<file path="src/hdl/window_pkg.sv">
// constants for the program-space data window
package window_pkg;
    localparam int          DATA_W       = 16;        // data word width
    localparam int          OFS_W        = 15;        // offset bits taken from the effective address
    localparam int          PAGE_W       = 8;         // page select width
    localparam int          PM_AW        = PAGE_W + OFS_W;
    localparam int          PM_DW        = 24;        // program word width
    localparam int          WIN_MSB      = 15;        // effective-address bit that opens the window
    localparam int          PAGE_COUNT   = 256;
    localparam int          PAGE_WORDS   = 16384;
    localparam int          WINDOW_BYTES = 32768;
    localparam logic [15:0] WIN_BASE     = 16'h8000;
    localparam logic [7:0]  PAGE_RST     = 8'h00;
    localparam logic [1:0]  EXTRA_NONE   = 2'h0;
    localparam logic [1:0]  EXTRA_MOVE   = 2'h1;
    localparam logic [1:0]  EXTRA_OTHER  = 2'h2;
    localparam logic [1:0]  EXTRA_EDGE   = 2'h2;
    localparam logic [1:0]  CNT_ONE      = 2'h1;
    typedef enum logic [2:0] {
        ST_IDLE,
        ST_FETCH1,
        ST_FETCH2,
        ST_GATHER,
        ST_WAIT
    } state_type;
endpackage

</file>
<file path="src/hdl/stall_calc.sv">
// extra stall cycles for a window access, by instruction kind and loop position
module stall_calc
    import window_pkg::*;
(
    input  wire logic       is_move,
    input  wire logic       in_repeat,
    input  wire logic       rpt_first,
    input  wire logic       rpt_last,
    input  wire logic       rpt_int_exit,
    input  wire logic       rpt_reentry,
    output logic [1:0]      extra
);
    // loop edges cost the full stall, the steady body costs nothing
    always_comb begin
        if (in_repeat) begin
            if (rpt_first || rpt_last || rpt_int_exit || rpt_reentry) begin
                extra = EXTRA_EDGE;
            end else begin
                extra = EXTRA_NONE;
            end
        end else if (is_move) begin
            extra = EXTRA_MOVE;
        end else begin
            extra = EXTRA_OTHER;
        end
    end
endmodule

</file>
<file path="src/hdl/program_space_data_window.sv">
// program-space data window: redirects upper data-space reads to a flash page

// Functional notes
// - A read goes to program memory only when address bit 15 is set and the window enable bit is set.
// - The upper 32 Kbytes of data space act as an optional window onto one program-space page.
// - An 8-bit page select register picks one of 256 program pages of 16K words each.
// - The program address is the page select on top and the low 15 effective-address bits below.
// - The low 15 data-address bits map straight onto the low 15 program-address bits.
// - Only the low 16 bits of the 24-bit program word are returned; the upper byte is dropped.
// - The window is suspended while a table read or write runs and returns afterwards.
// - Outside a repeat loop a move adds one cycle and any other instruction adds two.
// - In a repeat loop the first, last, interrupt-exit and re-entry iterations add two cycles.
// - All other repeat-loop iterations add no stall.
// - Every window read makes two program fetches, which lengthens the instruction.
module program_space_data_window (
    input  wire logic                       mclk,
    input  wire logic                       nrst,
    input  wire logic                       cen,
    input  wire logic                       window_enable,
    input  wire logic                       page_wr,
    input  wire logic [window_pkg::PAGE_W-1:0] page_wdata,
    input  wire logic                       table_busy,
    input  wire logic                       req_valid,
    input  wire logic [window_pkg::DATA_W-1:0] req_addr,
    input  wire logic                       is_move,
    input  wire logic                       in_repeat,
    input  wire logic                       rpt_first,
    input  wire logic                       rpt_last,
    input  wire logic                       rpt_int_exit,
    input  wire logic                       rpt_reentry,
    input  wire logic [window_pkg::PM_DW-1:0]  pm_rdata,
    output logic                            pm_req,
    output logic [window_pkg::PM_AW-1:0]    pm_addr,
    output logic                            dm_req,
    output logic [window_pkg::DATA_W-1:0]   dm_addr,
    output logic                            busy,
    output logic                            rsp_valid,
    output logic [window_pkg::DATA_W-1:0]   rsp_data,
    output logic [window_pkg::PAGE_W-1:0]   page_sel
);
    import window_pkg::*;

    typedef struct packed {
        state_type           state;
        logic [PAGE_W-1:0]   page;
        logic [1:0]          cnt;
        logic [1:0]          extra;
        logic                pm_req;
        logic [PM_AW-1:0]    pm_addr;
        logic                dm_req;
        logic [DATA_W-1:0]   dm_addr;
        logic                busy;
        logic                rsp_valid;
        logic [DATA_W-1:0]   rsp_data;
    } regs_type;

    regs_type   st_r;
    regs_type   st_nxt;
    logic [1:0] extra;
    logic       take;
    logic       hit;

    stall_calc u_stall (
        .is_move      (is_move),
        .in_repeat    (in_repeat),
        .rpt_first    (rpt_first),
        .rpt_last     (rpt_last),
        .rpt_int_exit (rpt_int_exit),
        .rpt_reentry  (rpt_reentry),
        .extra        (extra)
    );

    // requests are only taken when idle; a busy block ignores them
    assign take = req_valid && (st_r.state == ST_IDLE);
    // window decode, table ops suspend it
    assign hit  = req_addr[WIN_MSB] && window_enable && !table_busy;

    // next-state logic
    always_comb begin
        st_nxt           = st_r;
        st_nxt.pm_req    = 1'b0;
        st_nxt.dm_req    = 1'b0;
        st_nxt.rsp_valid = 1'b0;
        if (page_wr) begin
            st_nxt.page = page_wdata;
        end
        case (st_r.state)
            ST_IDLE: begin
                if (take && hit) begin
                    st_nxt.pm_addr = {st_r.page, req_addr[OFS_W-1:0]};
                    st_nxt.pm_req  = 1'b1;
                    st_nxt.extra   = extra;
                    st_nxt.busy    = 1'b1;
                    st_nxt.state   = ST_FETCH1;
                end else if (take) begin
                    st_nxt.dm_req  = 1'b1;
                    st_nxt.dm_addr = req_addr;
                end
            end
            ST_FETCH1: begin
                st_nxt.pm_req = 1'b1;
                st_nxt.state  = ST_FETCH2;
            end
            ST_FETCH2: begin
                st_nxt.state = ST_GATHER;
            end
            ST_GATHER: begin
                st_nxt.rsp_data = pm_rdata[DATA_W-1:0];
                st_nxt.cnt      = st_r.extra;
                if (st_r.extra == EXTRA_NONE) begin
                    st_nxt.rsp_valid = 1'b1;
                    st_nxt.busy      = 1'b0;
                    st_nxt.state     = ST_IDLE;
                end else begin
                    st_nxt.state = ST_WAIT;
                end
            end
            ST_WAIT: begin
                if (st_r.cnt == CNT_ONE) begin
                    st_nxt.rsp_valid = 1'b1;
                    st_nxt.busy      = 1'b0;
                    st_nxt.state     = ST_IDLE;
                end else begin
                    st_nxt.cnt = st_r.cnt - CNT_ONE;
                end
            end
            default: begin
                st_nxt.busy  = 1'b0;
                st_nxt.state = ST_IDLE;
            end
        endcase
    end

    // state register, frozen while cen is low
    always_ff @(posedge mclk or negedge nrst) begin
        if (!nrst) begin
            st_r           <= '0;
            st_r.state     <= ST_IDLE;
            st_r.page      <= PAGE_RST;
        end else if (cen) begin
            st_r <= st_nxt;
        end
    end

    // outputs straight from the state register
    assign pm_req    = st_r.pm_req;
    assign pm_addr   = st_r.pm_addr;
    assign dm_req    = st_r.dm_req;
    assign dm_addr   = st_r.dm_addr;
    assign busy      = st_r.busy;
    assign rsp_valid = st_r.rsp_valid;
    assign rsp_data  = st_r.rsp_data;
    assign page_sel  = st_r.page;
endmodule

</file>
<file path="config.mk">
export PLATFORM = sky130hd
export DESIGN_NAME = program_space_data_window
export DESIGN_NICKNAME = d
export VERILOG_FILES = /design/src/hdl/window_pkg.sv /design/src/hdl/stall_calc.sv /design/src/hdl/program_space_data_window.sv
export SDC_FILE = /design/constraint.sdc
export NUM_CORES = 1
export LEC_CHECK = 0
export BUFFER_PORTS_ARGS = -buffer_cell sky130_fd_sc_hd__buf_2
export CORE_ASPECT_RATIO = 1.5
export CORE_MARGIN = 2
export CORE_UTILIZATION = 53
export DETAILED_ROUTE_END_ITERATION = 8
export GPL_TIMING_DRIVEN = 0
export HOLD_SLACK_MARGIN = 0.05
export PLACE_DENSITY = 0.9
export SETUP_SLACK_MARGIN = 0.3
export SKIP_LAST_GASP = 1
export SYNTH_ARGS = -nofsm -noshare
export SYNTH_HDL_FRONTEND = slang
export SYNTH_HIERARCHICAL = 1
export SYNTH_SLANG_ARGS = --single-unit
export TNS_END_PERCENT = 100
</file>
<file path="constraint.sdc">
create_clock -name mclk -period 4.63 [get_ports mclk]
set_clock_uncertainty 0.1 [all_clocks]
set_input_delay 0 -clock mclk [delete_from_list [all_inputs] [get_ports mclk]]
set_output_delay 0 -clock mclk [all_outputs]
set_load 0.02 [all_outputs]
</file>
# Word level (Yosys, flattened, before mapping)
# Index checks and enable logic that the tools add are counted.
dict set report totals {
  reg_bits 74
  output_inout_bits 67
}
dict set report classes {
  addsub 1
  eq_ne 9
  muxes 19
  bitwise_logic 2
  n_reduce_logical 19
}
# cell n
set op_table {}
lappend op_table {{$mux 17} 3}
lappend op_table {{$mux 24} 1}
lappend op_table {{$pmux 3 s5} 1}
lappend op_table {{$mux 2} 6}
lappend op_table {{$mux 3} 3}
lappend op_table {{$reduce_and 3->1} 3}
lappend op_table {{$eq 3x2->1 const B} 2}
lappend op_table {{$ne 2x2->1 const B} 3}
lappend op_table {{$reduce_and 5->1} 1}
lappend op_table {{$logic_and 1x1->1} 4}
lappend op_table {{$pmux 1 s2} 2}
lappend op_table {{$pmux 1 s4} 1}
lappend op_table {{$pmux 2 s2} 1}
lappend op_table {{$reduce_and 2->1} 2}
lappend op_table {{$reduce_and 4->1} 1}
lappend op_table {{$eq 3x1->1 const B} 1}
lappend op_table {{$eq 3x3->1 const B} 1}
lappend op_table {{$logic_not 3->1} 1}
lappend op_table {{$logic_or 1x1->1} 3}
lappend op_table {{$eq 2x1->1 const B} 1}
lappend op_table {{$logic_not 2->1} 1}
lappend op_table {{$ne 2x1->1 const B} 1}
lappend op_table {{$not 1->1} 2}
lappend op_table {{$reduce_bool 2->1} 1}
lappend op_table {{4 further kinds} 4}

# Logic depth before layout (Yosys ltp)
dict set report logic_depth {
  depth_word 5
  mapped_depth 5
  depth_no_buf 5
}

# Cells and area by module
# Netlist, hierarchy kept.
# module n_inst cells_each area_per_inst_um2 seq_area_each_um2
set by_module_without_submodules {}
lappend by_module_without_submodules {program_space_data_window 1 254 3525.9 1851.8}
lappend by_module_without_submodules {stall_calc 1 3 23.8 0.0}

# Worst setup path after synthesis
# OpenSTA, ideal clock, no wires.
dict set report synth_timing {
  path_kind {reg2reg}
  from {register st_r[61] in the netlist's numbering}
  to {register st_r[61] in the netlist's numbering}
  setup_time_ps 126
  arrival_time_ps 1413
  required_time_ps 4404
  setup_slack_ps 2991
  stages_incl_launch_ff 5
  period_less_slack_ps 1639
  cell_sequence {dfrtp_1 > ha_1 > nor4b_2 > o21ai_0 > a221o_1}
}
dict set report synth_via {
  elab_chain_cells 3
}
# item line
set synth_rtl {}
lappend synth_rtl {{start, declared} program_space_data_window.sv:57} ;# regs_type st_r;
lappend synth_rtl {{start signal, assigned} program_space_data_window.sv:141} ;# st_r <= st_nxt;
lappend synth_rtl {{$sub 2x1->2 or $eq 2x1->1 (tied branches)} {program_space_data_window.sv:124, program_space_data_window.sv:119}}
lappend synth_rtl {{$mux 2 or $ne 2x2->1 (tied branches)} --}
lappend synth_rtl {{$pmux 2 s2 or $reduce_and 3->1 (tied branches)} --}
# Several ways; a longest one is shown, not always the timed one. The select of a mux whose other input is x is not followed.
# A chain may end at the register's enable or synchronous reset.

# Final worst setup path
# Ends and elaborated chain as after synthesis.

==> results.sh <==
export IMPL_drt_wl_total_um=7510
export IMPL_htree_levels=3
export IMPL_status="completed"
export IMPL_drv_slew=0
export IMPL_grt_max_degree=75
export IMPL_hold_violations=0
export IMPL_grt_overflow=0
export IMPL_core_area_mm2=0.006486
export IMPL_post_cts_resized=0
export IMPL_async_flop_share=1.000
export IMPL_die_width_um=70.82
export IMPL_synth_fa_ha_area_frac=0.003525
export IMPL_synth_top_family_by_area="multiplexers"
export IMPL_synth_area_leaders="dfrtp_1 (52%), mux2_2 (15%), buf_4 (14%)"
export IMPL_fmaxAchievable_mhz=536.4
export IMPL_r2r_start="st_r[61]"
export IMPL_hold_end="rsp_valid"
export IMPL_setup_viol=0
export IMPL_grt_pass1_wl_um=12340
export IMPL_syn_nets=319
export IMPL_layoutNonFillerInstCount=511
export IMPL_yosys_area_share_simple=0.05781
export IMPL_drc_errors=0
export IMPL_reg2regPathDepth=4
export IMPL_critical_path_class="register to register"
export IMPL_fill_cells=425
export IMPL_cts_made_buffers=9
export IMPL_synthMuxAreaShare=0.2277
export IMPL_min_delay_start="cen"
export IMPL_ys_types=35
export IMPL_via_per_inst=4.873
export IMPL_antenna_cells=0
export IMPL_clk_pin_slew_worst_paths_ns=0.07
export IMPL_synth_area_mm2=0.003550
export IMPL_yosysTopAreaCellShare=0.5217
export IMPL_rsz0062_at_grt="false"
export IMPL_multi_input_area_mm2=0.001131
export IMPL_relSlewSlack=0.7423
export IMPL_insertion_delay_ns=0.33
export IMPL_cap_violations=0
export IMPL_timing_rr_end="st_r[61]"
export IMPL_grt_pass1_vias=2610
export IMPL_startpoint="st_r[61]"
export IMPL_ys_seq_area_frac=0.5217
export IMPL_synth_xor_area_frac=0
export IMPL_post_drt_wl_per_cell_um=14.70
export IMPL_cts_buffer_depth=2
export IMPL_dr_total_vias=2490
export IMPL_synth_seq_cells=74
export IMPL_grt_usage=0.2162
export IMPL_whs_ns=0.08867
export IMPL_cts_sinks=74
export IMPL_antenna_left=0
export IMPL_firstDrtPassIters=4
export IMPL_avgSynthCellArea_um2=13.81
export IMPL_clock_root_buffer="clkbuf_8"
export IMPL_p_leak_nw=2.578
export IMPL_cts_setup_buffers=0
export IMPL_antenna_found_initial=0
export IMPL_port_buffer_count=119
export IMPL_place_ws_ns=2.817
export IMPL_layout_nets=495
export IMPL_tns_ns=0
export IMPL_r2r_setup_slack_ns=2.77
export IMPL_cp_max_fo=4
export IMPL_ff_latch_area_mm2=0.001852
export IMPL_rows=36
export IMPL_finalCritPeriodShare=0.4027
export IMPL_cp_arrival_ns=1.98
export IMPL_crit_path_start_kind="register"
export IMPL_drtIter0Drc=125
export IMPL_die_height_um=104.2
export IMPL_worst_slew_pin_slew_ns=0.3866
export IMPL_yosysTopAreaCell="dfrtp_1"
export IMPL_holdPathStages=3
export IMPL_synth_compound_area_frac=0.02961
export IMPL_area_growth_syn_to_layout_pct=37.47
export IMPL_synth_edff_count=0
export IMPL_min_period_ns=1.864
export IMPL_dpl_cell_count=453
export IMPL_io_pins=128
export IMPL_cp_data_required_time_ns=4.74
export IMPL_post_dp_hpwl_um=4881
export IMPL_die_area_mm2=0.007382
export IMPL_endpoint_kind="register"
export IMPL_drive_gt1_frac=0.6253
export IMPL_cts_tree="done"
export IMPL_setup_ws_ns=2.766
export IMPL_p_per_area_mw_per_mm2=624.4
export IMPL_yosysWarningCount=6
export IMPL_hold_class="primary input to register"
export IMPL_vdd_ir_drop_max_v=0.0004070
export IMPL_start_util=0.5473
export IMPL_synth_flop_cell="dfrtp_1"
export IMPL_gp_congestion=0.8176
export IMPL_syn_inst=257
-- how the worst max path moves through the flow --
stage,endpoint,slack [ns],cells past startpoint
floorplan,st_r[61],2.99,4
global placement,st_r[61],2.90,4
detailed placement,st_r[61],2.82,4
CTS,st_r[61],2.81,4
global route,st_r[61],2.70,4
finish,st_r[61],2.77,4
-- what timing repair did --
action	CTS	global route
endpoints found under the setup margin	0	0
hold buffers	45	0
endpoints found under the hold margin	132	0
-- cells in the mapped netlist (2+ instances only) --
cell type,number
nand3_1,2
buf_6,5
dfrtp_1,74
nor2_1,2
mux2_4,18
nand2_1,5
o21ai_0,4
inv_1,5
a21oi_1,3
nor2b_1,2
nand3b_1,2
mux2_2,46
and3b_1,2
buf_4,65
mux2i_1,2
-- power breakdown --
part,total [W],switching (W),internal [W]
logic,0.00152,0.000699,0.000825
clock network,0.000425,0.000209,0.000216
registers,0.00110,0.000165,0.000934
total,0.00305,0.00107,0.00197
-- cell type report --
type,count,share of cell area
multi-input combinational,107,0.2318
clock buffer,13,0.03256
buffer,71,0.1123
sequential,74,0.3795
timing repair buffer,165,0.2205
inverter,5,0.003846
tap,76,0.01949
-- flip-flops by register name, summed over array words and instances (netlist names) --
register and count:
rsp_data 16, st_r 7, pm_addr 23, dm_addr 16, dm_req 1, rsp_valid 1
busy 1, page_sel 8, pm_req 1
-- metal layers --
layer  track usage  part of all wire
met5             0                 0
met4        0.1132             0.028
met3       0.03295             0.038
met2        0.3812              0.55
met1        0.2469              0.38
-- layout by cell type (no fill, tap or decap), types with 3 or more instances in the layout --
master / count
a21oi_1: 3
buf_6: 5
clkbuf_8: 11
nand2_1: 5
o21ai_0: 4
buf_2: 118
dlygate4sd3_1: 45
clkbuf_1: 3
dfrtp_1: 74
inv_1: 5
mux2_2: 46
buf_4: 66
mux2_4: 18
-- kinds of logic (layout without fill, tap and decap cells) --
kind of cell	count (synthesis)	count (layout)
buffers and inverters	76	254
multiplexers	66	66
AND/OR/NAND/NOR	25	25
adder cells (fa/ha/maj)	1	1
AO/OA/AOI/OAI	15	15
flip-flops	74	74
-- worst max-delay path: stages (launching register included) --
cell and delay (ns):
dfrtp_1 0.42, ha_1 0.27, nor4b_2 0.34, o21ai_0 0.22, a221o_1 0.40
-- metrics by stage --
step,cell area (µm²),power (W),util
after global placement,4240,0.002538,0.6537
after CTS,4880,0.003061,0.7523
after floorplan,3550,0.002206,-
after detailed placement,4270,0.002600,0.6584
after global routing,4880,0.003226,0.7523
final,4880,0.003047,0.7523
No activity file was read; power rests on OpenSTA's default activity.
